$ cat src/rtl/fsc_pkg.sv
// constants, register map and carrier types of the fan speed control block
// How it works
// RQ1: processor fan mode from bits 5-4: manual, temp hold, speed hold, reserved.
// RQ2: system fan mode from bits 3-2, same encoding, manual by default.
// RQ3: auxiliary fan mode from bits 2-1 of second configuration register.
// RQ4: target is 7-bit temperature in temp hold, 8-bit speed otherwise.
// RQ5: shared tolerance: processor in upper nibble, system in lower nibble.
// RQ6: auxiliary tolerance from low nibble of its own register.
// RQ7: temp hold lowers drive down to the channel stop level.
// RQ8: software programs non-zero stop levels before temp hold.
// RQ9: temp hold starts a stopped fan by jumping to start-up level.
// RQ10: stop time sets stop level to zero delay, 0.1 s units.
// RQ11: step-down register sets decrease interval in 1.6 s units.
// RQ12: step-up register sets increase interval in 1.6 s units.
// RQ13: auxiliary manual level is bits 7-4 of its output register, reset all ones.
// RQ14: system hold bit keeps drive at stop level below range, else zero.
// RQ15: processor hold bit keeps drive at stop level below range, else zero.
// RQ16: auxiliary hold bit keeps drive at stop level below range, else zero.
// RQ17: disable bit turns off system over-temperature alert output.
// RQ18: alert mode bit: zero comparator, one interrupt mode.
// RQ19: regulator select bit: one version-9 formula (default), zero version-8.
// RQ20: processor manual level from bits 7-4 of its output value register.
// RQ21: warning bit after 3 minutes above target at full drive in temp hold.
// RQ22: temp hold steps up above target+tol, down below target-tol, per interval.
// RQ23: speed hold steps drive so tach count stays within target plus tolerance.
// RQ24: manual mode drive follows its output value register directly.
package fsc_pkg;

  // ==========================================================================
  // register offsets
  localparam logic [7:0] FSC_SYS_OUT_OFS   = 8'h01;
  localparam logic [7:0] FSC_CPU_OUT_OFS   = 8'h03;
  localparam logic [7:0] FSC_CFG_A_OFS     = 8'h04;
  localparam logic [7:0] FSC_SYS_TGT_OFS   = 8'h05;
  localparam logic [7:0] FSC_CPU_TGT_OFS   = 8'h06;
  localparam logic [7:0] FSC_CS_TOL_OFS    = 8'h07;
  localparam logic [7:0] FSC_SYS_STOP_OFS  = 8'h08;
  localparam logic [7:0] FSC_CPU_STOP_OFS  = 8'h09;
  localparam logic [7:0] FSC_SYS_START_OFS = 8'h0a;
  localparam logic [7:0] FSC_CPU_START_OFS = 8'h0b;
  localparam logic [7:0] FSC_SYS_STIME_OFS = 8'h0c;
  localparam logic [7:0] FSC_CPU_STIME_OFS = 8'h0d;
  localparam logic [7:0] FSC_STEP_DN_OFS   = 8'h0e;
  localparam logic [7:0] FSC_STEP_UP_OFS   = 8'h0f;
  localparam logic [7:0] FSC_AUX_OUT_OFS   = 8'h11;
  localparam logic [7:0] FSC_CFG_B_OFS     = 8'h12;
  localparam logic [7:0] FSC_AUX_TGT_OFS   = 8'h13;
  localparam logic [7:0] FSC_AUX_TOL_OFS   = 8'h14;
  localparam logic [7:0] FSC_AUX_STOP_OFS  = 8'h15;
  localparam logic [7:0] FSC_AUX_START_OFS = 8'h16;
  localparam logic [7:0] FSC_AUX_STIME_OFS = 8'h17;
  localparam logic [7:0] FSC_ALERT_CFG_OFS = 8'h18;
  localparam logic [7:0] FSC_WARN_OFS      = 8'h1c;

  // ==========================================================================
  // field positions
  localparam int FSC_CPU_MODE_LSB = 4;
  localparam int FSC_SYS_MODE_LSB = 2;
  localparam int FSC_AUX_MODE_LSB = 1;
  localparam int FSC_SYS_HOLD_BIT = 5;
  localparam int FSC_CPU_HOLD_BIT = 4;
  localparam int FSC_AUX_HOLD_BIT = 3;
  localparam int FSC_ALERT_DIS_BIT = 6;
  localparam int FSC_ALERT_INT_BIT = 4;
  localparam int FSC_REGULATOR_FORMULA_V9_BIT     = 0;

  // ==========================================================================
  // reset values
  localparam logic [7:0] FSC_OUT_RST    = 8'hff;
  localparam logic [7:0] FSC_CFG_A_RST  = 8'h00;
  localparam logic [7:0] FSC_CFG_B_RST  = 8'h00;
  localparam logic [7:0] FSC_ZERO_RST   = 8'h00;
  localparam logic [7:0] FSC_STOP_RST   = 8'h01;
  localparam logic [7:0] FSC_START_RST  = 8'h01;
  localparam logic [7:0] FSC_STIME_RST  = 8'h3c;
  localparam logic [7:0] FSC_STEP_RST   = 8'h01;
  localparam logic [7:0] FSC_ALERT_RST  = 8'h01;

  // ==========================================================================
  // timing
  localparam int FSC_CLK_HZ        = 25_000_000;
  localparam int FSC_TENTH_MS      = 100;
  localparam int FSC_TENTH_CYC     = FSC_CLK_HZ / 1000 * FSC_TENTH_MS;
  localparam int FSC_STEP_TENTHS   = 16;
  localparam int FSC_WARN_S        = 180;
  localparam int FSC_WARN_TENTHS   = FSC_WARN_S * 10;

  typedef enum logic [1:0] {
    FSC_MODE_MANUAL = 2'b00,
    FSC_MODE_TEMP   = 2'b01,
    FSC_MODE_SPEED  = 2'b10,
    FSC_MODE_RSVD   = 2'b11
  } fsc_mode_t;

  // per-channel settings carried into the channel loop
  typedef struct packed {
    fsc_mode_t  mode;
    logic [7:0] target;
    logic [3:0] tol;
    logic [3:0] stop;
    logic [3:0] start;
    logic [7:0] stime;
    logic       hold;
    logic [3:0] manual;
  } fsc_chan_cfg_t;

endpackage : fsc_pkg

$ cat src/rtl/fsc_top.sv
// fan speed control: registers and three automatic drive loops
//
// Added by the designer: strobed register access.
`timescale 1ns/10ps
module fsc_top
  import fsc_pkg::*;
#(
  parameter int TENTH_CYC = FSC_TENTH_CYC
) (
  input  wire logic       clk,
  input  wire logic       rst_n,
  input  wire logic [7:0] reg_addr,
  input  wire logic [7:0] reg_wdata,
  input  wire logic       reg_wr,
  input  wire logic       reg_rd,
  output logic      [7:0] reg_rdata,
  input  wire logic [7:0] system_temp_sense,
  input  wire logic [7:0] processor_temp_sense,
  input  wire logic [7:0] auxiliary_temp_sense,
  input  wire logic [7:0] system_fan_tach,
  input  wire logic [7:0] processor_fan_tach,
  input  wire logic [7:0] auxiliary_fan_tach,
  input  wire logic       system_overtemp_raw,
  output logic      [3:0] system_fan_drive,
  output logic      [3:0] processor_fan_drive,
  output logic      [3:0] auxiliary_fan_drive,
  output logic            overtemp_alert_n,
  output logic            regulator_formula_v9,
  output logic            regulator_formula_v8
);

  // ==========================================================================
  // input synchronisers, pin inputs from outside the clock domain
  logic [7:0] temp_s1_r [3];
  logic [7:0] temp_s2_r [3];
  logic [7:0] tach_s1_r [3];
  logic [7:0] tach_s2_r [3];
  logic [1:0] ovt_sync_r;

  always_ff @(posedge clk) begin
    temp_s1_r[0] <= system_temp_sense;
    temp_s1_r[1] <= processor_temp_sense;
    temp_s1_r[2] <= auxiliary_temp_sense;
    tach_s1_r[0] <= system_fan_tach;
    tach_s1_r[1] <= processor_fan_tach;
    tach_s1_r[2] <= auxiliary_fan_tach;
    temp_s2_r    <= temp_s1_r;
    tach_s2_r    <= tach_s1_r;
    ovt_sync_r   <= {ovt_sync_r[0], system_overtemp_raw};
  end

  // ==========================================================================
  // register file
  logic [7:0] sys_out_r, cpu_out_r, aux_out_r, cfg_a_r, cfg_b_r, cs_tol_r, aux_tol_r;
  logic [7:0] step_dn_r, step_up_r, alert_cfg_r;
  logic [7:0] tgt_r [3];
  logic [7:0] stop_r [3];
  logic [7:0] start_r [3];
  logic [7:0] stime_r [3];
  logic [2:0] warn;

  wire w_sys_out   = reg_wr && reg_addr == FSC_SYS_OUT_OFS;
  wire w_cpu_out   = reg_wr && reg_addr == FSC_CPU_OUT_OFS;
  wire w_aux_out   = reg_wr && reg_addr == FSC_AUX_OUT_OFS;
  wire w_cfg_a     = reg_wr && reg_addr == FSC_CFG_A_OFS;
  wire w_cfg_b     = reg_wr && reg_addr == FSC_CFG_B_OFS;
  wire w_cs_tol    = reg_wr && reg_addr == FSC_CS_TOL_OFS;
  wire w_aux_tol   = reg_wr && reg_addr == FSC_AUX_TOL_OFS;
  wire w_step_dn   = reg_wr && reg_addr == FSC_STEP_DN_OFS;
  wire w_step_up   = reg_wr && reg_addr == FSC_STEP_UP_OFS;
  wire w_alert_cfg = reg_wr && reg_addr == FSC_ALERT_CFG_OFS;
  wire [7:0] ofs_tgt   [3] = '{FSC_SYS_TGT_OFS, FSC_CPU_TGT_OFS, FSC_AUX_TGT_OFS};
  wire [7:0] ofs_stop  [3] = '{FSC_SYS_STOP_OFS, FSC_CPU_STOP_OFS, FSC_AUX_STOP_OFS};
  wire [7:0] ofs_start [3] = '{FSC_SYS_START_OFS, FSC_CPU_START_OFS, FSC_AUX_START_OFS};
  wire [7:0] ofs_stime [3] = '{FSC_SYS_STIME_OFS, FSC_CPU_STIME_OFS, FSC_AUX_STIME_OFS};

  always_ff @(posedge clk) begin
    if (!rst_n) begin
      sys_out_r   <= FSC_OUT_RST;
      cpu_out_r   <= FSC_OUT_RST;
      aux_out_r   <= FSC_OUT_RST; // RQ13
      cfg_a_r     <= FSC_CFG_A_RST;
      cfg_b_r     <= FSC_CFG_B_RST;
      cs_tol_r    <= FSC_ZERO_RST;
      aux_tol_r   <= FSC_ZERO_RST;
      step_dn_r   <= FSC_STEP_RST;
      step_up_r   <= FSC_STEP_RST;
      alert_cfg_r <= FSC_ALERT_RST; // RQ19
    end else begin
      if (w_sys_out) sys_out_r <= reg_wdata;
      if (w_cpu_out) cpu_out_r <= reg_wdata;
      if (w_aux_out) aux_out_r <= reg_wdata;
      if (w_cfg_a) cfg_a_r <= reg_wdata;
      if (w_cfg_b) cfg_b_r <= reg_wdata;
      if (w_cs_tol) cs_tol_r <= reg_wdata;
      if (w_aux_tol) aux_tol_r <= reg_wdata;
      if (w_step_dn) step_dn_r <= reg_wdata;
      if (w_step_up) step_up_r <= reg_wdata;
      if (w_alert_cfg) alert_cfg_r <= reg_wdata;
    end
  end

  for (genvar c = 0; c < 3; c++) begin : g_creg
    always_ff @(posedge clk) begin
      if (!rst_n) begin
        tgt_r[c]   <= FSC_ZERO_RST;
        stop_r[c]  <= FSC_STOP_RST;
        start_r[c] <= FSC_START_RST;
        stime_r[c] <= FSC_STIME_RST;
      end else begin
        if (reg_wr && reg_addr == ofs_tgt[c]) tgt_r[c] <= reg_wdata;
        if (reg_wr && reg_addr == ofs_stop[c]) stop_r[c] <= reg_wdata;
        if (reg_wr && reg_addr == ofs_start[c]) start_r[c] <= reg_wdata;
        if (reg_wr && reg_addr == ofs_stime[c]) stime_r[c] <= reg_wdata;
      end
    end
  end

  // ==========================================================================
  // read mux, data one cycle after the strobe
  logic [7:0] rd_mux;
  always_comb begin
    unique case (reg_addr)
      FSC_SYS_OUT_OFS:   rd_mux = sys_out_r;
      FSC_CPU_OUT_OFS:   rd_mux = cpu_out_r;
      FSC_CFG_A_OFS:     rd_mux = cfg_a_r;
      FSC_SYS_TGT_OFS:   rd_mux = tgt_r[0];
      FSC_CPU_TGT_OFS:   rd_mux = tgt_r[1];
      FSC_CS_TOL_OFS:    rd_mux = cs_tol_r;
      FSC_SYS_STOP_OFS:  rd_mux = stop_r[0];
      FSC_CPU_STOP_OFS:  rd_mux = stop_r[1];
      FSC_SYS_START_OFS: rd_mux = start_r[0];
      FSC_CPU_START_OFS: rd_mux = start_r[1];
      FSC_SYS_STIME_OFS: rd_mux = stime_r[0];
      FSC_CPU_STIME_OFS: rd_mux = stime_r[1];
      FSC_STEP_DN_OFS:   rd_mux = step_dn_r;
      FSC_STEP_UP_OFS:   rd_mux = step_up_r;
      FSC_AUX_OUT_OFS:   rd_mux = aux_out_r;
      FSC_CFG_B_OFS:     rd_mux = cfg_b_r;
      FSC_AUX_TGT_OFS:   rd_mux = tgt_r[2];
      FSC_AUX_TOL_OFS:   rd_mux = aux_tol_r;
      FSC_AUX_STOP_OFS:  rd_mux = stop_r[2];
      FSC_AUX_START_OFS: rd_mux = start_r[2];
      FSC_AUX_STIME_OFS: rd_mux = stime_r[2];
      FSC_ALERT_CFG_OFS: rd_mux = alert_cfg_r;
      FSC_WARN_OFS:      rd_mux = {5'h00, warn};
      default:           rd_mux = 8'h00;
    endcase
  end

  always_ff @(posedge clk) begin
    if (!rst_n) reg_rdata <= 8'h00;
    else if (reg_rd) reg_rdata <= rd_mux;
    else reg_rdata <= 8'h00;
  end

  // ==========================================================================
  // shared 0.1 s tick
  logic [31:0] tick_cnt_r;
  wire         tick = tick_cnt_r == 32'(TENTH_CYC - 1);
  always_ff @(posedge clk) begin
    if (!rst_n || tick) tick_cnt_r <= 32'h0000_0000;
    else tick_cnt_r <= tick_cnt_r + 32'h0000_0001;
  end

  // ==========================================================================
  // channel settings
  fsc_chan_cfg_t cfg [3];
  assign cfg[0] = '{fsc_mode_t'(cfg_a_r[FSC_SYS_MODE_LSB +: 2]), tgt_r[0], cs_tol_r[3:0],
                    stop_r[0][7:4], start_r[0][7:4], stime_r[0],
                    cfg_b_r[FSC_SYS_HOLD_BIT], sys_out_r[7:4]}; // RQ2 RQ5 RQ14
  assign cfg[1] = '{fsc_mode_t'(cfg_a_r[FSC_CPU_MODE_LSB +: 2]), tgt_r[1], cs_tol_r[7:4],
                    stop_r[1][7:4], start_r[1][7:4], stime_r[1],
                    cfg_b_r[FSC_CPU_HOLD_BIT], cpu_out_r[7:4]}; // RQ1 RQ5 RQ15 RQ20
  assign cfg[2] = '{fsc_mode_t'(cfg_b_r[FSC_AUX_MODE_LSB +: 2]), tgt_r[2], aux_tol_r[3:0],
                    stop_r[2][7:4], start_r[2][7:4], stime_r[2],
                    cfg_b_r[FSC_AUX_HOLD_BIT], aux_out_r[7:4]}; // RQ3 RQ6 RQ13 RQ16

  // ==========================================================================
  // per-channel drive loop
  logic [3:0] drive_r [3];
  for (genvar c = 0; c < 3; c++) begin : g_chan
    logic [11:0] up_cnt_r, dn_cnt_r, warn_cnt_r;
    logic [7:0]  stop_cnt_r;
    logic        warn_r;
    // temp compares the 7-bit target, speed the whole byte
    wire [8:0] tgt9  = (cfg[c].mode == FSC_MODE_TEMP) ? {2'b00, cfg[c].target[6:0]}
                                                      : {1'b0, cfg[c].target}; // RQ4
    wire [8:0] meas  = (cfg[c].mode == FSC_MODE_TEMP) ? {1'b0, temp_s2_r[c]}
                                                      : {1'b0, tach_s2_r[c]};
    wire [8:0] hi    = tgt9 + {5'h00, cfg[c].tol};
    wire [8:0] lo    = (tgt9 > {5'h00, cfg[c].tol}) ? tgt9 - {5'h00, cfg[c].tol} : 9'h000;
    // a larger tach count means a slower fan, so speed hold needs more drive
    wire       need_up = (cfg[c].mode == FSC_MODE_TEMP) ? meas > hi : meas > hi; // RQ22 RQ23
    wire       need_dn = meas < lo;
    wire       auto_on = cfg[c].mode == FSC_MODE_TEMP || cfg[c].mode == FSC_MODE_SPEED;
    wire [11:0] up_lim = 12'(step_up_r) * 12'(FSC_STEP_TENTHS); // RQ12
    wire [11:0] dn_lim = 12'(step_dn_r) * 12'(FSC_STEP_TENTHS); // RQ11
    wire       up_due = tick && up_cnt_r + 12'h001 >= up_lim;
    wire       dn_due = tick && dn_cnt_r + 12'h001 >= dn_lim;
    wire       is_tmp = cfg[c].mode == FSC_MODE_TEMP;
    wire       floor_ok = drive_r[c] > cfg[c].stop;
    logic [3:0] drive_nxt;

    always_comb begin
      drive_nxt = drive_r[c];
      if (cfg[c].mode == FSC_MODE_MANUAL) drive_nxt = cfg[c].manual; // RQ24
      else if (auto_on && need_up && up_due) begin
        if (is_tmp && drive_r[c] == 4'h0) drive_nxt = cfg[c].start; // RQ9
        else if (drive_r[c] != 4'hf) drive_nxt = drive_r[c] + 4'h1; // RQ22
      end else if (auto_on && need_dn) begin
        if (dn_due && (floor_ok || !is_tmp) && drive_r[c] != 4'h0)
          drive_nxt = drive_r[c] - 4'h1; // RQ7
        else if (is_tmp && !floor_ok && !cfg[c].hold && tick &&
                 stop_cnt_r + 8'h01 >= cfg[c].stime)
          drive_nxt = 4'h0; // RQ10 RQ14 RQ15 RQ16
      end
    end

    always_ff @(posedge clk) begin
      if (!rst_n) begin
        drive_r[c] <= 4'hf;
        up_cnt_r   <= 12'h000;
        dn_cnt_r   <= 12'h000;
        stop_cnt_r <= 8'h00;
        warn_cnt_r <= 12'h000;
        warn_r     <= 1'b0;
      end else begin
        drive_r[c] <= drive_nxt;
        up_cnt_r   <= (!need_up || up_due) ? 12'h000 : up_cnt_r + 12'(tick);
        dn_cnt_r   <= (!need_dn || dn_due) ? 12'h000 : dn_cnt_r + 12'(tick);
        stop_cnt_r <= (!need_dn || floor_ok || drive_r[c] == 4'h0) ? 8'h00
                      : stop_cnt_r + 8'(tick);
        // warning: hot for 3 minutes at full drive
        if (!is_tmp || !(meas > tgt9) || drive_r[c] != 4'hf) begin
          warn_cnt_r <= 12'h000;
          warn_r     <= 1'b0;
        end else if (warn_cnt_r >= 12'(FSC_WARN_TENTHS)) warn_r <= 1'b1; // RQ21
        else warn_cnt_r <= warn_cnt_r + 12'(tick);
      end
    end
    assign warn[c] = warn_r;
  end

  assign system_fan_drive    = drive_r[0];
  assign processor_fan_drive = drive_r[1];
  assign auxiliary_fan_drive = drive_r[2];

  // ==========================================================================
  // over-temperature alert and regulator formula
  logic ovt_latch_r, ovt_prev_r;
  always_ff @(posedge clk) begin
    if (!rst_n) begin
      ovt_latch_r      <= 1'b0;
      ovt_prev_r       <= 1'b0;
      overtemp_alert_n <= 1'b1;
    end else begin
      ovt_prev_r <= ovt_sync_r[1];
      // interrupt mode latches the rise until the config is written
      if (w_alert_cfg) ovt_latch_r <= 1'b0;
      if (ovt_sync_r[1] && !ovt_prev_r) ovt_latch_r <= 1'b1;
      if (alert_cfg_r[FSC_ALERT_DIS_BIT]) overtemp_alert_n <= 1'b1; // RQ17
      else if (alert_cfg_r[FSC_ALERT_INT_BIT]) overtemp_alert_n <= !ovt_latch_r; // RQ18
      else overtemp_alert_n <= !ovt_sync_r[1]; // RQ18
    end
  end

  assign regulator_formula_v9 = alert_cfg_r[FSC_REGULATOR_FORMULA_V9_BIT];  // RQ19
  assign regulator_formula_v8 = !alert_cfg_r[FSC_REGULATOR_FORMULA_V9_BIT]; // RQ19

endmodule : fsc_top

$ cat config.mk
export PLATFORM = sky130hd
export DESIGN_NAME = fsc_top
export DESIGN_NICKNAME = d
export VERILOG_FILES = /design/src/rtl/fsc_pkg.sv /design/src/rtl/fsc_top.sv
export SDC_FILE = /design/constraint.sdc
export NUM_CORES = 1
export LEC_CHECK = 0
export ABC_AREA = 1
export BUFFER_PORTS_ARGS = -buffer_cell sky130_fd_sc_hd__buf_2
export CAP_MARGIN = 0
export CELL_PAD_IN_SITES_DETAIL_PLACEMENT = 1
export CELL_PAD_IN_SITES_GLOBAL_PLACEMENT = 1
export CORE_MARGIN = 2
export CORE_UTILIZATION = 40
export CTS_CLUSTER_SIZE = 16
export DETAILED_ROUTE_END_ITERATION = 10
export GPL_TIMING_DRIVEN = 1
export PLACE_DENSITY_LB_ADDON = 0.1
export SLEW_MARGIN = 20
export SYNTH_ARGS = -nofsm -noshare
export SYNTH_HDL_FRONTEND = slang
export SYNTH_SLANG_ARGS = --single-unit
$ cat constraint.sdc
create_clock -name clk -period 3.35 [get_ports clk]
set_input_delay 0 -clock clk [delete_from_list [all_inputs] [get_ports clk]]
set_output_delay 0 -clock clk [all_outputs]
set_load 0.01 [all_outputs]
======== After elaboration in Yosys (flattened, before gate mapping) ========
Memory sizes are Yosys's and may differ from the RTL's.
Index checks and enable logic that the tools add are counted.
word-level totals
  bits in registers ....................... 356
  memory bits (writable) .................. 108
  bits of input ports ..................... 69
  output and inout port bits .............. 23
  memories kept ........................... 5
operators by class
  $add $sub $neg .......................... 34
  order comparisons ....................... 27
  equal/unequal tests ..................... 33
  muxes and demuxes ....................... 87
  bitwise gates (word level) .............. 16
  reduce and logical (&&, ||, !) cells .... 131
memories
  name     depth  width  read ports  clocked after Yosys merged registers in  write ports  RTL line        source
  start_r  3      8      3           0                                        3            fsc_top.sv:58   logic [7:0] start_r [3];
  stime_r  3      8      3           0                                        3            fsc_top.sv:59   logic [7:0] stime_r [3];
  stop_r   3      8      3           0                                        3            fsc_top.sv:57   logic [7:0] stop_r [3];
  tgt_r    3      8      3           0                                        3            fsc_top.sv:56   logic [7:0] tgt_r [3];
  drive_r  3      4      3           0                                        3            fsc_top.sv:181  logic [3:0] drive_r [3];
operators with widths
  operator                                                                  count
  8-bit one-hot mux with 23 select lines                                    1
  8-bit 2-to-1 mux                                                          18
  12-bit by 1-bit adder with 12-bit output                                  9
  4-bit 2-to-1 mux                                                          24
  12-bit by 1-bit adder with 12-bit output (second input constant)          6
  8-bit by 5-bit equality test with 1-bit output (second input constant)    9
  12-bit >= comparator                                                      6
  8-bit by 4-bit equality test with 1-bit output (second input constant)    8
  1-bit logical AND                                                         59
  1-bit 2-to-1 mux                                                          41
  12-bit by 11-bit >= comparator with 1-bit output (second input constant)  3
  32-bit by 1-bit adder with 32-bit output (second input constant)          1
  32-bit by 22-bit equality test with 1-bit output (second input constant)  1
  8-bit by 3-bit equality test with 1-bit output (second input constant)    4
  8-bit by 4-bit adder with 9-bit output                                    3
  8-bit by 9-bit > comparator with 1-bit output                             3
  8-bit by 9-bit < comparator with 1-bit output                             3
  9-bit 2-to-1 mux                                                          3
  8-bit by 4-bit subtractor with 9-bit output                               3
  2-bit OR reduction                                                        13
  1-bit logical OR                                                          25
  8-bit by 1-bit adder with 8-bit output                                    3
  8-bit by 1-bit adder with 8-bit output (second input constant)            3
  8-bit >= comparator                                                       3
  18 further kinds                                                          76

======== Depth between registers and ports, before layout ========
An unclocked memory read counts as a cell.
  depth in word-level cells ............... 13
  depth in mapped cells ................... 28
  depth with buffers taken out ............ 27

======== Least setup slack after synthesis ========
Ideal clock, no wire load.
  path type ............................... register to register
  start point ............................. memory tgt_r[0][0]
  end point ............................... memory drive_r[0][1]
  library setup time ...................... 0.134 ns
  arrival time ............................ 2.879 ns
  path slack .............................. 0.338 ns
  cell stages (with the launch flop) ...... 19
  path buffers ............................ 0
  clock period less this slack ............ 3.012 ns
  cells stage by stage .................... edfxtp_1 -> ha_1 -> inv_1 -> fa_1 -> o31ai_1 -> nand2_1 -> nor2_1 -> xor2_1 -> ha_1 -> nand2_1 -> inv_1 -> nand3_1 -> nor2_1 -> a21oi_2 -> nand4_1 -> nand3_1 -> nand3_1 -> nand2_1 -> nand3_1
RTL lines
  element             RTL line
  start: declaration  fsc_top.sv:56
  end: declaration    fsc_top.sv:181

==> results.md <==
- Fill count: 7604
- RSZ-0062 raised after global routing: true
- Port bufs: 91
- Fraction of registers with async set/reset: 0%
- CP cell instances: buf_6, ha_4, inv_4, fa_2, o31ai_4, buf_6, nand2_4, nor2_4, xor2_1, ha_1, nand2_2, inv_2, nand3_2, nor2_2, a21oi_2, nand4_1, nand3_1, inv_1, nor2_4, nand2_1, nand3_1
- Seq/Total Area, Yosys: 40.5%
- Die height: 255 um
- Slew Limit Fails: 0
- DRT iter0 DRCs: 1605
- GRT Overall Usage: 25.9%
- Worst-Skew Late Latency: 0.63 ns
- Multi-input logic area: 13900 sq um
- Worst hold path type: primary input to flip-flop
- # clock sinks: 464
- Bufs and invs on worst path: 5
- Multiplexer share of the synthesized area: 0%
- DIE AREA: 65300 sq um
- Layout Skew: 0.0261 ns
- CP max-delay cell: fa_2
- Switching power of the nets: 3340 uW
- Initial antenna violation count: 6
- Share of cells above drive strength 1: 14.4%
- Via count: 23600
- Crit path launch type: flip-flop
- Max-slew headroom: 32.5%
- Total nets after synthesis: 3567
- Syn Area/Cell: 7.72 sq um
- First-pass GRT wire length: 135 mm
- Vias/cell: 5.28
- Main synth FF type: dfxtp_1
- I/O pin cnt: 92
- Gate Count Post-Synth: 3275
- Setup WS pre-CTS: -0.130 ns
- Gr ovfl total: 0
- H-tree depth: 2
- Commonest non-fill, non-tap cell in the layout: nand2_1
- DR DRC count: 0
- Power share of the combinational group: 8.3%
- Setup TNS: 0 ns
- Routed length per instance: 19.6 um
- Leak: 0.0137 uW
- Status: complete, no violations
- Syn Std Cell Area: 25300 sq um
- Largest net degree at the start of global routing: 100
- Nets: 3872
- FF+latch area: 10300 sq um
- Clk buf depth: 3
- Most frequent cells in the layout: nand2_1, inv_1, nor2_1
- Yosys reg bits: 464
- Drt first pass iters: 5
- Post-route ant nets: 0
- Syn. warnings: 0
- CP required: 3.89 ns
- CP Max Fanout: 4
- PwrDens: 431 nW/um^2
- Setup Crit Path Kind: flip-flop to flip-flop
- HPWL after DPL: 63.2 mm
- WL final: 87.7 mm
- Worst Max-Slew Pin Slew: 1.01 ns
- Sw frac: 24.8%
- TritonCTS clock tree: built
- Num CTS Buffers: 54
- Max Cap Viol: 0
- Netlist cell types: 61
- Initial Util: 40.3%
- Highest clock rate: 299 MHz
- Register share of total power: 43.6%
- Main combinational cell family by area after synthesis: simple AND/OR/NAND/NOR gates
- Maximum vdd drop: 0.000431 V
- Post-synthesis xor/xnor area fraction: 4.78%
- Root Driver: clkbuf_16
- Final setup viols: 0
- Final Hold Vio Count: 0
- Final min period: 3.35 ns
- Chip width: 255 um
- Clk network pwr share: 48.0%
- Gpl congestion: 0.906
- Power Total: 13500 uW
- Layout Area Growth over Synthesis: 24.0%
- Vias in the first global route: 24500
- Post-Synth Adder-Cell Area: 11.2%
- Int Pwr: 10200 uW
- Worst-path clk slew: 0.06 ns
- Fin Hold WS: 0.0361 ns
- Area share of and/or/nand/nor cells after synthesis: 25.4%
- Cell family with most CP delay: simple AND/OR/NAND/NOR gates
- Arr. time, crit path: 3.89 ns
- Crit end category: flip-flop
- Final Cycle Share: 100%
- Final worst slack: 0.000703 ns
- Crit-path max cell delay: 0.41 ns
- Number of synthesized flops with an enable pin: 96
- Synth Area in Compound Gates: 10.3%
- Cell Rows: 92
- CORE AREA: 62700 sq um
[power by group through the flow]
stage          sequential (uW)  clock, uW  combinational, uW
6_report                  5890       6480               1130
5_1_grt                   5900       6840               1230
4_1_cts                   5890       6590                982
3_5_place_dp              6010          0                881
3_3_place_gp              6010          0                847
2_1_floorplan             5990          0                488
[metal layers]
metal / vias up / global-route usage (%) / wire (um)
li1: 11400 / - / -
met1: 11600 / 33.7 / 38600
met5: - / 0 / 0
met4: 0 / 5.88 / 2050
met2: 538 / 45.5 / 42600
met3: 114 / 3.42 / 4550
[synth_stat cells, types with 2 or more instances]
library cell  count  area, sq um
nand3_1         223         1120
or2_2             9         56.3
o21bai_1          2         15.0
a221oi_1          8         70.1
o21ai_1           3         15.0
a31oi_1           7         43.8
a21oi_1         196          981
o21ai_0         122          611
nor4_1           20          125
xnor2_1          27          236
ha_1            217         2720
nand2_2           9         56.3
xor2_1          111          972
clkinv_1          6         22.5
nor2_1          413         1550
inv_1           443         1660
or2_1             2         12.5
buf_4             2         15.0
o21a_1            9         67.6
o31ai_1           8         60.1
o211ai_1         23          173
buf_2            11         55.1
nor3b_1          14          105
inv_2             6         22.5
fa_1              6          120
nor2_4            7         78.8
nand3_2           2         20.0
nor2_2           14         87.6
o2111ai_1         6         52.6
nand2_1         614         2300
edfxtp_1         96         2880
o22ai_1          42          263
a2111oi_0         3         26.3
nand4_1          61          382
dfxtp_1         368         7370
clkbuf_1         50          188
nor3_1           76          380
a211oi_1         10         75.1
a31oi_2           2         25.0
a21o_1            6         45.0
[registers in the layout (all words and copies together) (netlist names), 32 cells and up]
name               cells
g_chan.up_cnt_r       36
g_chan.warn_cnt_r     36
tick_cnt_r            32
g_chan.dn_cnt_r       36
[path summary, 6_finish.rpt]
path / to / cells past startpoint / slack (ns) / from
worst min-delay path: tach_s1_r[17]$_DFF_P_ / 2 / 0.04 / system_fan_tach[1]
worst max-delay path: drive_r[0][2]$_SDFFE_PN1P_ / 21 / 0.0007 / tgt_r[0][0]$_SDFFCE_PN0P_
worst min register to register: tach_s2_r[0]$_DFF_P_ / 0 / 0.32 / tach_s1_r[0]$_DFF_P_
worst max register to register: drive_r[0][2]$_SDFFE_PN1P_ / 21 / 0.0007 / tgt_r[0][0]$_SDFFCE_PN0P_
[cell families (layout without fill, tap and decap cells)]
kind of cell | after synthesis | count (layout)
AOI/OAI and AO/OA | 455 | 455
xor gates and xnor gates | 138 | 138
adders and majority gates | 223 | 223
buffers and inverters | 520 | 869
DFF | 464 | 464
other | 0 | 3
and+or+nand+nor | 1475 | 1475
[through the flow]
| step | utilization [%] | cells | area, sq um |
|---|---|---|---|
| detailed placement | 43.5 | 4243 | 27300 |
| global placement | 43.5 | 4243 | 27300 |
| floorplan | - | 3275 | 25300 |
| CTS | 48.4 | 4442 | 30300 |
| global route | 50.0 | 4471 | 31300 |
| finish | 50.0 | 4473 | 31400 |
[timing repair]
action | in CTS | in global routing
setup endpoints to repair | 37 | 78
hold buffers | 98 | 0
buffers inserted | 1 | 27
resized for setup | 18 | 179
hold endpoints to repair | 142 | 0
pin swaps | 1 | 71
gates cloned | 0 | 1
[layout make-up]
cell class | count | area share [%]
clock inverters | 26 | 0.910
well taps | 846 | 3.38
clock buffers | 74 | 5.35
inverters | 455 | 5.47
repair buffers | 314 | 7.93
diodes | 3 | 0.0239
flip-flops and latches | 464 | 32.7
multi-input cells | 2291 | 44.2
Power figures use the tool's default switching activity.
